==> src/tpw_pkg.sv <==
// shared constants and types of the tape write command handler
package tpw_pkg;
    localparam logic [7:0]  OP_WRITE     = 8'h0a;
    localparam logic [7:0]  OP_REWIND    = 8'h01;
    localparam logic [7:0]  OP_WFM       = 8'h10;
    localparam logic [7:0]  OP_SPACE     = 8'h11;
    localparam logic [7:0]  OP_ERASE     = 8'h19;
    localparam logic [7:0]  OP_LOAD      = 8'h1b;
    localparam logic [7:0]  OP_LOCATE    = 8'h2b;
    localparam logic [3:0]  KEY_NONE     = 4'h0;
    localparam logic [3:0]  KEY_ILLEGAL  = 4'h5;
    localparam logic [7:0]  ASC_FIXVAR   = 8'h81;
    localparam logic [7:0]  ASC_NONE     = 8'h00;
    localparam logic [7:0]  ASC_BADOP    = 8'h20;
    localparam logic [7:0]  ASC_BADLEN   = 8'h24;
    localparam logic [7:0]  ASC_BADPOS   = 8'h50;
    localparam logic [7:0]  ASC_FMTMIX   = 8'h30;
    localparam logic [23:0] MAX_VAR_LEN  = 24'h03c000;
    localparam logic [23:0] MAX_ND_LEN   = 24'h028000;
    localparam logic [23:0] BLKLEN_RST   = 24'h000400;
    localparam logic [23:0] MTHR_RST     = 24'h080000;
    // register byte offsets
    localparam logic [5:0]  A_CDB_LO     = 6'h00;
    localparam logic [5:0]  A_CDB_HI     = 6'h04;
    localparam logic [5:0]  A_CTRL       = 6'h08;
    localparam logic [5:0]  A_CFG        = 6'h0c;
    localparam logic [5:0]  A_BLKLEN     = 6'h10;
    localparam logic [5:0]  A_WDELAY     = 6'h14;
    localparam logic [5:0]  A_MTHR       = 6'h18;
    localparam logic [5:0]  A_STATUS     = 6'h1c;
    localparam logic [5:0]  A_OTHER      = 6'h20;
    localparam logic [5:0]  A_COUNT      = 6'h24;
    // write delay unit and its cycle count at 20 MHz
    localparam longint      WDT_UNIT_NS  = 100_000_000;
    localparam longint      CLK_NS       = 50;
    localparam int          WDT_UNIT_CYC = int'(WDT_UNIT_NS / CLK_NS);
    // tape position reported by the transport
    typedef enum logic [2:0] {
        TPW_POS_LOGICAL_TAPE_BEGINNING   = 3'h0,
        TPW_POS_FM_BOT = 3'h1,
        TPW_POS_FM_EOT = 3'h2,
        TPW_POS_EOD    = 3'h3,
        TPW_POS_BLANK  = 3'h4,
        TPW_POS_OTHER  = 3'h5
    } tpw_pos_t;
    typedef struct packed {
        logic [2:0] buf_mode;
        logic       disc_en;
        logic       pf;
        logic       legacy;
        logic       nd;
    } tpw_cfg_t;
    typedef struct packed {
        logic       check;
        logic [3:0] key;
        logic [7:0] asc;
        logic [7:0] ascq;
    } tpw_sense_t;
    typedef enum logic [2:0] {
        TPW_IDLE  = 3'b000,
        TPW_CHECK = 3'b001,
        TPW_LBOTW = 3'b011,
        TPW_XFER  = 3'b010,
        TPW_DRAIN = 3'b110,
        TPW_DONE  = 3'b111
    } tpw_state_t;
endpackage

==> src/tpw_cdb_check.sv <==
// command block decode and legality check for the write command
`timescale 1ns/1ps
`default_nettype none
module tpw_cdb_check (
    // command and settings
    input  wire logic [47:0]         cdb_i,
    input  wire tpw_pkg::tpw_cfg_t   cfg_i,
    input  wire logic [23:0]         blklen_i,
    // transport
    input  wire tpw_pkg::tpw_pos_t   pos_i,
    input  wire logic                tape_legacy_i,
    // result
    output tpw_pkg::tpw_sense_t      err_o,
    output logic [47:0]              total_o,
    output logic                     zero_o
);
    logic [7:0]  op;
    logic        fixed;
    logic [23:0] len;
    logic        pos_ok;
    assign op    = cdb_i[47:40];
    assign fixed = cdb_i[32];
    assign len   = cdb_i[31:8];
    assign zero_o = (len == '0);
    assign total_o = fixed ? 48'(len) * 48'(blklen_i) : {24'h000000, len};
    always_comb begin
        if (cfg_i.legacy) begin
            pos_ok = pos_i == tpw_pkg::TPW_POS_FM_BOT
                  || pos_i == tpw_pkg::TPW_POS_BLANK;
        end else begin
            pos_ok = pos_i == tpw_pkg::TPW_POS_FM_BOT
                  || pos_i == tpw_pkg::TPW_POS_FM_EOT
                  || pos_i == tpw_pkg::TPW_POS_EOD;
        end
        pos_ok = pos_ok || pos_i == tpw_pkg::TPW_POS_LOGICAL_TAPE_BEGINNING;
    end
    always_comb begin
        err_o = '{check: 1'b1, key: tpw_pkg::KEY_ILLEGAL,
                  asc: tpw_pkg::ASC_NONE, ascq: tpw_pkg::ASC_NONE};
        if (op != tpw_pkg::OP_WRITE) begin
            err_o.asc = tpw_pkg::ASC_BADOP;
        end else if (fixed != (blklen_i != '0)) begin
            err_o.asc = tpw_pkg::ASC_FIXVAR;
        end else if (!fixed && len > (cfg_i.nd ? tpw_pkg::MAX_ND_LEN
                                               : tpw_pkg::MAX_VAR_LEN)) begin
            err_o.asc = tpw_pkg::ASC_BADLEN;
        end else if (zero_o) begin
            err_o = '0;
        end else if (!pos_ok) begin
            err_o.asc = tpw_pkg::ASC_BADPOS;
        end else if (pos_i != tpw_pkg::TPW_POS_LOGICAL_TAPE_BEGINNING && tape_legacy_i != cfg_i.legacy) begin
            err_o.asc = tpw_pkg::ASC_FMTMIX;
        end else begin
            err_o = '0;
        end
    end
endmodule
`default_nettype wire

==> src/tpw_delay_timer.sv <==
// write delay timer: pulses when a partly filled buffer sat idle too long
`timescale 1ns/1ps
`default_nettype none
module tpw_delay_timer #(
    parameter int UNIT_CYC = tpw_pkg::WDT_UNIT_CYC
) (
    // clock and reset
    input  wire logic       sys_clk_i,
    input  wire logic       resetn_i,
    // control
    input  wire logic       arm_i,
    input  wire logic [7:0] delay_i,
    // event
    output logic            expire_o
);
    typedef struct packed {
        logic [31:0] tick;
        logic [7:0]  units;
        logic        expire;
    } tpw_tmr_t;
    tpw_tmr_t st;
    tpw_tmr_t next_st;
    always_comb begin
        next_st = st;
        next_st.expire = 1'b0;
        // disarming restarts the wait, so any new write activity defers the flush
        if (!arm_i || delay_i == '0) begin
            next_st.tick  = '0;
            next_st.units = '0;
        end else if (st.tick == 32'(UNIT_CYC - 1)) begin
            next_st.tick  = '0;
            next_st.units = st.units + 8'h01;
            next_st.expire = (st.units + 8'h01 == delay_i);
        end else begin
            next_st.tick = st.tick + 32'h1;
        end
    end
    always_ff @(posedge sys_clk_i or negedge resetn_i) begin
        if (!resetn_i) begin
            st <= '0;
        end else begin
            st <= next_st;
        end
    end
    assign expire_o = st.expire;
endmodule
`default_nettype wire

==> src/tpw_write_cmd.sv <==
// write command handler top: register slave, command sequencing, flush control
// Behaviour
// - accept six-byte opcode 0Ah as a write
// - fixed clear: one block of length bytes
// - fixed set: length counts blocks of set length
// - fixed clear, nonzero block length: illegal, 81h/00h
// - fixed set, zero block length: illegal, mismatch
// - length is bytes 2..4; variable up to 240K
// - no-disconnect setting limits variable block to 160K
// - zero length moves nothing, keeps position
// - at beginning write fresh pattern first
// - native format appends at filemarks or data end
// - legacy format appends at filemark start, blank
// - format from settings, never mixed on cartridge
// - buffer mode from header bits 6..4
// - unbuffered: good only after tape recorded
// - buffered: good once data is in buffer
// - flush when fill reaches motion threshold
// - listed positioning commands flush the buffer
// - unload button press flushes the buffer
// - write delay expiry flushes; zero disables it
// - write delay honoured only with page format
// - disconnect allowed during write when enabled
`timescale 1ns/1ps
`default_nettype none
module tpw_write_cmd #(
    parameter int WDT_CYC = tpw_pkg::WDT_UNIT_CYC
) (
    // clock and reset
    input  wire logic              sys_clk_i,
    input  wire logic              resetn_i,
    // avalon-mm slave
    input  wire logic [5:0]        avs_address_i,
    input  wire logic              avs_read_i,
    input  wire logic              avs_write_i,
    input  wire logic [31:0]       avs_writedata_i,
    output logic [31:0]            avs_readdata_o,
    output logic                   avs_waitrequest_o,
    // data-out stream from the initiator
    input  wire logic              din_valid_i,
    input  wire logic [7:0]        din_data_i,
    output logic                   din_ready_o,
    // toward the buffer
    output logic                   buf_valid_o,
    output logic [7:0]             buf_data_o,
    input  wire logic              buf_full_i,
    input  wire logic              buf_empty_i,
    input  wire logic [23:0]       buf_fill_i,
    // transport
    input  wire tpw_pkg::tpw_pos_t tape_pos_i,
    input  wire logic              tape_legacy_i,
    input  wire logic              tape_idle_i,
    input  wire logic              logical_tape_beginning_done_i,
    input  wire logic              unload_btn_i,
    output logic                   logical_tape_beginning_write_o,
    output logic                   logical_tape_beginning_legacy_o,
    output logic                   flush_o,
    // bus phase
    output logic                   disc_ok_o
);
    typedef struct packed {
        tpw_pkg::tpw_state_t fsm;
        logic                wait_r;
        logic [31:0]         rdata;
        logic [47:0]         cdb;
        tpw_pkg::tpw_cfg_t   cfg;
        logic [23:0]         blklen;
        logic [7:0]          wdelay;
        logic [23:0]         mthr;
        tpw_pkg::tpw_sense_t sense;
        logic [47:0]         total;
        logic [47:0]         cnt;
        logic                done;
        logic                flush;
        logic                dready;
        logic                bvalid;
        logic [7:0]          bdata;
        logic                lbotw;
        logic                disc;
        logic                btn_q;
    } tpw_top_t;

    tpw_top_t st;
    tpw_top_t next_st;

    tpw_pkg::tpw_sense_t chk_err;
    logic [47:0]         chk_total;
    logic                chk_zero;
    logic                wdt_expire;
    logic                bus_req;
    logic                take;
    logic                accept;

    tpw_cdb_check u_check (
        .cdb_i         (st.cdb),
        .cfg_i         (st.cfg),
        .blklen_i      (st.blklen),
        .pos_i         (tape_pos_i),
        .tape_legacy_i (tape_legacy_i),
        .err_o         (chk_err),
        .total_o       (chk_total),
        .zero_o        (chk_zero)
    );

    // timer runs only while data waits in the buffer and no write is active
    tpw_delay_timer #(
        .UNIT_CYC (WDT_CYC)
    ) u_timer (
        .sys_clk_i (sys_clk_i),
        .resetn_i  (resetn_i),
        .arm_i     (st.cfg.pf && !buf_empty_i && st.fsm == tpw_pkg::TPW_IDLE),
        .delay_i   (st.wdelay),
        .expire_o  (wdt_expire)
    );

    function automatic logic is_flush_op(input logic [7:0] op, input logic immed,
                                         input logic rev);
        case (op)
            tpw_pkg::OP_REWIND,
            tpw_pkg::OP_SPACE,
            tpw_pkg::OP_ERASE,
            tpw_pkg::OP_LOAD:   is_flush_op = 1'b1;
            tpw_pkg::OP_WFM:    is_flush_op = !immed;
            tpw_pkg::OP_LOCATE: is_flush_op = rev;
            default:            is_flush_op = 1'b0;
        endcase
    endfunction

    function automatic logic [31:0] reg_read(input tpw_top_t s, input logic [5:0] a);
        case (a)
            tpw_pkg::A_CDB_LO: reg_read = s.cdb[31:0];
            tpw_pkg::A_CDB_HI: reg_read = {16'h0000, s.cdb[47:32]};
            tpw_pkg::A_CFG:    reg_read = {25'h0000000, s.cfg};
            tpw_pkg::A_BLKLEN: reg_read = {8'h00, s.blklen};
            tpw_pkg::A_WDELAY: reg_read = {24'h000000, s.wdelay};
            tpw_pkg::A_MTHR:   reg_read = {8'h00, s.mthr};
            tpw_pkg::A_STATUS: reg_read = {s.sense.ascq, s.sense.asc, s.sense.key,
                                           s.done, s.flush, s.sense.check,
                                           s.fsm != tpw_pkg::TPW_IDLE, 8'h00};
            tpw_pkg::A_COUNT:  reg_read = s.cnt[31:0];
            default:           reg_read = 32'h00000000;
        endcase
    endfunction

    assign bus_req = avs_read_i || avs_write_i;
    assign take    = bus_req && !st.wait_r;
    assign accept  = din_valid_i && st.dready;

    always_comb begin
        next_st = st;
        next_st.bvalid = 1'b0;
        // one wait cycle: read data is registered from a stable address
        if (bus_req && st.wait_r) begin
            next_st.wait_r = 1'b0;
            next_st.rdata  = reg_read(st, avs_address_i);
        end else begin
            next_st.wait_r = 1'b1;
        end
        // flush ends when the tape engine has emptied the buffer; cleared before any set
        if (st.flush && buf_empty_i && tape_idle_i && st.fsm != tpw_pkg::TPW_XFER) begin
            next_st.flush = 1'b0;
        end
        if (take && avs_write_i) begin
            case (avs_address_i)
                tpw_pkg::A_CDB_LO: next_st.cdb[31:0]  = avs_writedata_i;
                tpw_pkg::A_CDB_HI: next_st.cdb[47:32] = avs_writedata_i[15:0];
                tpw_pkg::A_CFG:    next_st.cfg        = avs_writedata_i[6:0];
                tpw_pkg::A_BLKLEN: next_st.blklen     = avs_writedata_i[23:0];
                tpw_pkg::A_WDELAY: next_st.wdelay     = avs_writedata_i[7:0];
                tpw_pkg::A_MTHR:   next_st.mthr       = avs_writedata_i[23:0];
                tpw_pkg::A_CTRL: begin
                    if (avs_writedata_i[0] && st.fsm == tpw_pkg::TPW_IDLE) begin
                        next_st.fsm  = tpw_pkg::TPW_CHECK;
                        next_st.done = 1'b0;
                    end
                end
                tpw_pkg::A_OTHER: begin
                    if (is_flush_op(avs_writedata_i[7:0], avs_writedata_i[8],
                                    avs_writedata_i[9])) begin
                        next_st.flush = 1'b1;
                    end
                end
                default: ;
            endcase
        end
        next_st.btn_q = unload_btn_i;
        if (unload_btn_i && !st.btn_q) begin
            next_st.flush = 1'b1;
        end
        if (wdt_expire) begin
            next_st.flush = 1'b1;
        end
        case (st.fsm)
            tpw_pkg::TPW_IDLE: begin
                next_st.disc = 1'b0;
            end
            tpw_pkg::TPW_CHECK: begin
                next_st.sense = chk_err;
                next_st.total = chk_total;
                next_st.cnt   = '0;
                next_st.disc  = st.cfg.disc_en;
                if (chk_err.check || chk_zero) begin
                    next_st.fsm = tpw_pkg::TPW_DONE;
                end else if (tape_pos_i == tpw_pkg::TPW_POS_LOGICAL_TAPE_BEGINNING) begin
                    next_st.fsm   = tpw_pkg::TPW_LBOTW;
                    next_st.lbotw = 1'b1;
                end else begin
                    next_st.fsm    = tpw_pkg::TPW_XFER;
                    next_st.dready = !buf_full_i;
                end
            end
            tpw_pkg::TPW_LBOTW: begin
                if (logical_tape_beginning_done_i) begin
                    next_st.lbotw  = 1'b0;
                    next_st.fsm    = tpw_pkg::TPW_XFER;
                    next_st.dready = !buf_full_i;
                end
            end
            tpw_pkg::TPW_XFER: begin
                if (accept) begin
                    next_st.cnt    = st.cnt + 48'h1;
                    next_st.bvalid = 1'b1;
                    next_st.bdata  = din_data_i;
                end
                next_st.dready = (next_st.cnt != st.total) && !buf_full_i;
                if (buf_fill_i >= st.mthr) begin
                    next_st.flush = 1'b1;
                end
                if (next_st.cnt == st.total) begin
                    if (st.cfg.buf_mode == 3'h0) begin
                        next_st.fsm   = tpw_pkg::TPW_DRAIN;
                        next_st.flush = 1'b1;
                    end else begin
                        next_st.fsm = tpw_pkg::TPW_DONE;
                    end
                end
            end
            tpw_pkg::TPW_DRAIN: begin
                next_st.flush = 1'b1;
                // status held until the last byte is on tape
                if (buf_empty_i && tape_idle_i && st.flush) begin
                    next_st.fsm = tpw_pkg::TPW_DONE;
                end
            end
            tpw_pkg::TPW_DONE: begin
                next_st.done = 1'b1;
                next_st.disc = 1'b0;
                next_st.fsm  = tpw_pkg::TPW_IDLE;
            end
            default: next_st.fsm = tpw_pkg::TPW_IDLE;
        endcase
    end

    always_ff @(posedge sys_clk_i or negedge resetn_i) begin
        if (!resetn_i) begin
            st        <= '0;
            st.wait_r <= 1'b1;
            st.blklen <= tpw_pkg::BLKLEN_RST;
            st.mthr   <= tpw_pkg::MTHR_RST;
        end else begin
            st <= next_st;
        end
    end

    assign avs_readdata_o    = st.rdata;
    assign avs_waitrequest_o = st.wait_r;
    assign din_ready_o       = st.dready;
    assign buf_valid_o       = st.bvalid;
    assign buf_data_o        = st.bdata;
    assign logical_tape_beginning_write_o      = st.lbotw;
    assign logical_tape_beginning_legacy_o     = st.cfg.legacy;
    assign flush_o           = st.flush;
    assign disc_ok_o         = st.disc;

    a_mismatch_sense: assert property (@(posedge sys_clk_i) disable iff (!resetn_i)
        st.fsm == tpw_pkg::TPW_CHECK && st.cdb[47:40] == tpw_pkg::OP_WRITE
        && !st.cdb[32] && st.blklen != '0
        |=> st.sense.asc == tpw_pkg::ASC_FIXVAR && st.sense.key == tpw_pkg::KEY_ILLEGAL)
        else $error("mismatch not reported");
    a_fixed_zero_len: assert property (@(posedge sys_clk_i) disable iff (!resetn_i)
        st.fsm == tpw_pkg::TPW_CHECK && st.cdb[47:40] == tpw_pkg::OP_WRITE
        && st.cdb[32] && st.blklen == '0 |=> st.sense.check ##1 st.fsm == tpw_pkg::TPW_IDLE)
        else $error("fixed with zero length accepted");
    a_zero_no_data: assert property (@(posedge sys_clk_i) disable iff (!resetn_i)
        st.fsm == tpw_pkg::TPW_CHECK && chk_zero
        |=> !st.dready && !st.lbotw && st.fsm == tpw_pkg::TPW_DONE)
        else $error("zero length moved data");
    a_unbuf_good: assert property (@(posedge sys_clk_i) disable iff (!resetn_i)
        st.fsm == tpw_pkg::TPW_DRAIN && !(buf_empty_i && tape_idle_i)
        |=> st.fsm == tpw_pkg::TPW_DRAIN && !st.done)
        else $error("unbuffered done before tape");
    a_buf_good: assert property (@(posedge sys_clk_i) disable iff (!resetn_i)
        st.fsm == tpw_pkg::TPW_XFER && st.cfg.buf_mode != 3'h0 && next_st.cnt == st.total
        |=> st.fsm == tpw_pkg::TPW_DONE ##1 st.done)
        else $error("buffered completion late");
    a_unload_flush: assert property (@(posedge sys_clk_i) disable iff (!resetn_i)
        unload_btn_i && !st.btn_q |=> st.flush)
        else $error("unload did not flush");
    a_rewind_flush: assert property (@(posedge sys_clk_i) disable iff (!resetn_i)
        take && avs_write_i && avs_address_i == tpw_pkg::A_OTHER
        && avs_writedata_i[7:0] == tpw_pkg::OP_REWIND |=> st.flush)
        else $error("rewind did not flush");
    a_ready_bound: assert property (@(posedge sys_clk_i) disable iff (!resetn_i)
        st.dready |-> st.fsm == tpw_pkg::TPW_XFER && st.cnt != st.total)
        else $error("ready beyond transfer length");
    a_logical_tape_beginning_first: assert property (@(posedge sys_clk_i) disable iff (!resetn_i)
        st.lbotw |-> !st.dready && st.cnt == '0)
        else $error("data before pattern");
endmodule
`default_nettype wire

==> config.mk <==
export PLATFORM = sky130hd
export DESIGN_NAME = tpw_write_cmd
export DESIGN_NICKNAME = d
export VERILOG_FILES = /design/src/tpw_pkg.sv /design/src/tpw_cdb_check.sv /design/src/tpw_delay_timer.sv /design/src/tpw_write_cmd.sv
export SDC_FILE = /design/constraint.sdc
export NUM_CORES = 2
export LEC_CHECK = 0
export BUFFER_PORTS_ARGS = -buffer_cell sky130_fd_sc_hd__buf_2
export CAP_MARGIN = 10
export CORE_ASPECT_RATIO = 0.5
export CORE_MARGIN = 4
export CORE_UTILIZATION = 50
export DETAILED_ROUTE_END_ITERATION = 7
export PLACE_DENSITY = 0.69
export SETUP_SLACK_MARGIN = 0.05
export SYNTH_ARGS = -nofsm -noshare
export SYNTH_HDL_FRONTEND = slang
export SYNTH_HIERARCHICAL = 1
export SYNTH_SLANG_ARGS = --single-unit
==> constraint.sdc <==
create_clock -name sys_clk_i -period 7.23 [get_ports sys_clk_i]
set_input_delay 0.723 -clock sys_clk_i [delete_from_list [all_inputs] [get_ports sys_clk_i]]
set_output_delay 0.723 -clock sys_clk_i [all_outputs]
set_load 0.005 [all_outputs]
======== Word-level counts from Yosys, hierarchy flattened ========
Index checks and enable logic that the tools add are counted.
W data, S select, Z words.
word-level totals
  output and inout bits ................... 47
  logic and storage cells ................. 194
  input port bits ......................... 84
  register bits after elaboration ......... 320
cells by class
  $lt $le $gt $ge ......................... 2
  equality and inequality tests ........... 36
  muxes and demuxes ....................... 63
  add/sub/neg operators ................... 3
  $mul .................................... 1
  reduce and logical (&&, ||, !) cells .... 59
operator list
  operator                 number
  $pmux W32 S8             1
  $mux W48                 3
  $pmux W48 S2             1
  $mux W8                  7
  $add A48 B1 Y48 const B  1
  $eq A48 B48 Y1           1
  $mul A24 B24 Y48         1
  $ne A48 B48 Y1           1
  $mux W40                 1
  $add A32 B1 Y32 const B  1
  $eq A32 B21 Y1 const B   1
  $eq A8 B5 Y1 const B     4
  $mux W32                 1
  $mux W9                  3
  $mux W5                  5
  $eq A6 B5 Y1 const B     4
  $ge A24 B24 Y1           1
  $gt A24 B24 Y1           1
  $logic_not A24 Y1        1
  $mux W1                  24
  $reduce_bool A24 Y1      1
  $mux W21                 1
  $mux W3                  7
  $mux W17                 1
  other kinds (32)         91

======== Depth between registers and ports, before layout ========
  word-level depth ........................ 14
  depth in mapped cells ................... 28
  mapped depth without buffers ............ 25

======== Hierarchy ========
Netlist, hierarchy kept.
by module, submodules not included
  module           area an instance (µm²)  seq. area each (µm²)  times used  cells an instance
  tpw_cdb_check    20031.7                 0.0                   1           2359
  tpw_write_cmd    14731.6                 6985.4                1           1432
  tpw_delay_timer  2383.5                  1026.0                1           266

======== Least setup slack after synthesis ========
No wires, ideal clock.
  path kind ............................... register to register
  start ................................... register st[169] in the netlist's numbering
  end ..................................... register st[110] in the netlist's numbering
  data required time ...................... 7.105 ns
  path slack .............................. 0.107 ns
  cell stages (with the launch flop) ...... 26
  buffers on the path ..................... 3
  clock period less this slack ............ 7.123 ns
  arrival time ............................ 6.999 ns
  setup time .............................. 0.125 ns
  cell sequence ........................... dfrtp_1 > clkbuf_1 > clkbuf_1 > nand2_1 > fa_1 > inv_1 > fa_1 > inv_1 > fa_1 > fa_1 > inv_1 > fa_1 > fa_1 > inv_1 > fa_1 > inv_1 > ha_1 > buf_2 > a211oi_1 > a22oi_1 > nor3b_1 > a2111oi_4 > a211oi_2 > o2111ai_1 > or3b_1 > mux2_2
between the ends
  cells in the longest elaborated chain, start to end .. 2
ends and longest elaborated chain
  element                 RTL line              RTL
  from (decl)             tpw_write_cmd.sv:83   tpw_top_t st;
  from (signal assigned)  tpw_write_cmd.sv:261  st <= next_st;
  $mul A24 B24 Y48        tpw_cdb_check.sv:25   assign total_o = fixed ? 48'(len) * 48'(blklen_i) : {24'h000000, len};
  $mux W48                tpw_cdb_check.sv:25
  net chk_total[47]       tpw_write_cmd.sv:87   logic [47:0] chk_total;
The timed path passes the listed nets, and every way through them passes these cells.
A chain may end at the register's enable or synchronous reset.

======== Worst setup path after layout ========
  start ................................... register st[166] in the netlist's numbering
  end ..................................... register st[108] in the netlist's numbering
Same word-level chain as after synthesis.

==> results.yml <==
power_and_ir_drop:
  power.ir.vdd_worst_v: 0.0001713
  power.static_leakage_nw: 20.07
  power_w: 0.006530
  cell_pwr_density_nw_per_um2: 155.9
sta:
  report.final.setup_viol: 0
  final_min_period_over_clock_period_pct: 97.47
  worst_slew_pin_slew_ps: 1207
  layout_min_cycle_time_ps: 7047
  max-slew-margin-rel_pct: 19.53
  timing.final.ws_setup_ps: 182.7
  report.final.slew_viol_count: 0
  achievable-frequency_mhz: 141.9
  rsz0062_at_grt: "true"
  clock_skew_ps: 50.96
  final_hold_viol_count: 0
route:
  routedWlPerCell_um: 22.30
  drcViolationCount: 0
  wl_um: 116300
  routed_via_density: 5.864
  drt_pass1_iterations: 8
  detail_route.iter0.violations: 3001
  final_antenna_net_count: 0
  routed-via-count: 30570
clock_tree:
  cts_made_buffers: 36
  total_clock_sinks: 320
  clock_insertion_delay_worst_skew_ps: 590
  tritoncts: "yes"
  clock_path_buffers: 3
  cts.root.buffer_cell: "sky130_fd_sc_hd__clkbuf_16"
  cts.clk_slew.worst_paths_ps: 60
  clock_tree.htree_level_count: 2
  cts.hold.buffers_added: 0
grt:
  grt_use_total_pct: 29.20
  gr_ovfl_total: 0
  grt_pass1_wl_um: 182400
  grt_antenna_before_repair: 3
  maximum_number_of_pins_on_one_net_before_global_route_repair: 158
  vias_in_the_first_global_route: 31960
placed_design:
  buffer_ports.inserted: 130
  detailedPlace.worstSlack_ps: -57.36
  place.detailed.hpwl_um: 90690
  gp_congestion: 0.9522
floorplan:
  floorplan.die.height_um: 200.7
  start_util_pct: 50.67
  core_region_area_um2: 73310
  number_of_top_level_design_ports: 131
  fp.dieW_um: 393.5
  die-area_um2: 78980
  row_count: 70
synth:
  synthArstFlopShare_pct: 100.0
  post_synth.cell_area_avg_um2: 9.156
  synth_area_um2: 37150
  yosys_warnings: 6
  postSynthRegisterBits: 320
  synth_sequential_area_ratio_pct: 21.57
  number_of_standard_cells_after_synthesis: 4057
  synth_top_area_share_pct: 25.98
  synth.distinct_cells: 87
  synth_top_cells_by_area: "sky130_fd_sc_hd__fa_1, sky130_fd_sc_hd__dfrtp_1, sky130_fd_sc_hd__ha_1, sky130_fd_sc_hd__inv_1, sky130_fd_sc_hd__mux2_2"
  postSynth.topFlopCell: "sky130_fd_sc_hd__dfrtp_1"
  post_synth_top_area_cell: "sky130_fd_sc_hd__fa_1"
  synth_edf_count: 0
setup_path:
  r2r-start: "st[166]"
  reg2regPathDepth: 28
  crit_top_cell: "sky130_fd_sc_hd__fa_1"
  critPathMaxStageDelay_ps: 550
  worstPathRequired_ps: 7660
  critPathKind: "reg -> reg"
  r2r_setup_slack_ps: 180
  worst_r2r_endpoint: "st[108]"
  startpoint_type: "register"
  end_kind: "register"
  crit_fanout: 6
  cp.arrival_ps: 7480
  critPathSlowestCell: "sky130_fd_sc_hd__fa_1"
final_layout:
  layout-drive-gt1-share_pct: 18.60
  flow.area_growth_from_synthesis_pct: 12.73
  layout.nets: 4985
  final_util_pct: 57.12
run_status:
  outcome: "finished, final reports clean"
flow_run:
  drv_cap: 0
min_path:
  min_path_type: "in -> async"
synth_stat cells, types with 21 or more instances:
cell type / count
sky130_fd_sc_hd__nor3_1: 40
sky130_fd_sc_hd__nand2_1: 499
sky130_fd_sc_hd__ha_1: 203
sky130_fd_sc_hd__inv_1: 609
sky130_fd_sc_hd__fa_1: 482
sky130_fd_sc_hd__clkbuf_1: 206
sky130_fd_sc_hd__o31ai_1: 26
sky130_fd_sc_hd__dfrtp_1: 317
sky130_fd_sc_hd__nand3_1: 75
sky130_fd_sc_hd__buf_4: 55
sky130_fd_sc_hd__nor4_1: 41
sky130_fd_sc_hd__a21o_1: 26
sky130_fd_sc_hd__a222oi_1: 21
sky130_fd_sc_hd__xnor2_1: 98
sky130_fd_sc_hd__a21oi_1: 116
sky130_fd_sc_hd__nor2_1: 159
sky130_fd_sc_hd__nand4_1: 57
sky130_fd_sc_hd__mux2i_1: 25
sky130_fd_sc_hd__and2_1: 299
sky130_fd_sc_hd__o21ai_0: 170
sky130_fd_sc_hd__and3_1: 23
sky130_fd_sc_hd__xor2_1: 49
sky130_fd_sc_hd__mux2_2: 182
worst max-delay path by stage:
stage	from	end	slack, ps
after floorplan	st[169]	st[110]	110
after global placement	st[218]	st[103]	-30
after detailed placement	st[218]	st[103]	-60
after CTS	st[210]	st[103]	30
after global routing	st[172]	st[107]	-30
final	st[166]	st[108]	180
sequential cells by signal, summed over array words and instances, names as in the netlist:
register and flops:
avs_readdata_o 32, din_ready_o 1, flush_o 1, disc_ok_o 1
u_timer/st 40, avs_waitrequest_o 1, u_timer/expire_o 1, logical_tape_beginning_write_o 1
buf_data_o 8, logical_tape_beginning_legacy_o 1, st 232, buf_valid_o 1
per-stage QoR:
step	hold WS, ps	instance area, um2	cells	TNS (ps)
after global routing	226.8	41880	5214	-41.59
after detailed placement	465.0	39530	5099	-221.4
final	139.0	41880	5214	0
after floorplan	427.4	37190	4068	0
after global placement	455.9	39530	5099	-49.15
after CTS	184.4	40870	5166	0
logic make-up after synthesis:
family,Yosys count,synth area share (%)
other,1,0.01010
AO/OA/AOI/OAI,505,8.754
AND/OR/NAND/NOR,1303,17.56
flip-flops,320,21.57
adder cells (fa/ha/maj),685,32.81
buffers and inverters,889,9.640
XOR/XNOR,147,3.466
multiplexers,207,6.191
layout by cell type, fill, tap and decap left out, types with 158 or more instances in the layout:
cell type,count
sky130_fd_sc_hd__inv_1,605
sky130_fd_sc_hd__nand2_1,493
sky130_fd_sc_hd__fa_1,461
sky130_fd_sc_hd__and2_1,297
sky130_fd_sc_hd__dfrtp_1,287
sky130_fd_sc_hd__buf_4,212
sky130_fd_sc_hd__ha_1,184
sky130_fd_sc_hd__mux2_2,181
sky130_fd_sc_hd__nor2_1,158
sky130_fd_sc_hd__o21ai_0,158
power by group:
group / internal (W) / switching (W)
Combinational: 0.000950 / 0.00144
Clock: 0.00109 / 0.000819
Sequential: 0.00199 / 0.000237
worst max-delay path, delay by kind of cell (launching register included):
family          cells  cell delay [ps]
compound gates      4              810
fa+ha+maj           8             3780
buf+inv            10              900
flops               1              440
mux                 1              250
simple gates        5              700
layout make-up:
type                       count  area [um2]
clock inverter                 9       126.4
timing repair buffer         389        2933
inverter                     610        2290
antenna                        1       2.502
sequential                   320        8049
tap                          972        1216
multi-input combinational   2859       26170
clock buffer                  54        1089
fill                        6314       31430
routing by layer:
metal  vias up  track usage (%)  part of all wire [%]
met4         0            9.518                   3.3
met3       231            5.716                   9.4
met5         -                0                     0
met1     15520            41.03                    42
li1      13350                -                     -
met2      1475            45.76                    45
what timing repair did:
item,4_1_cts,5_1_grt
setup buffers,4,48
gates resized for setup,30,160
endpoints found under the setup margin,13,22
cloned,0,2
pin swaps,10,110
(Power assumes the default switching activity.)
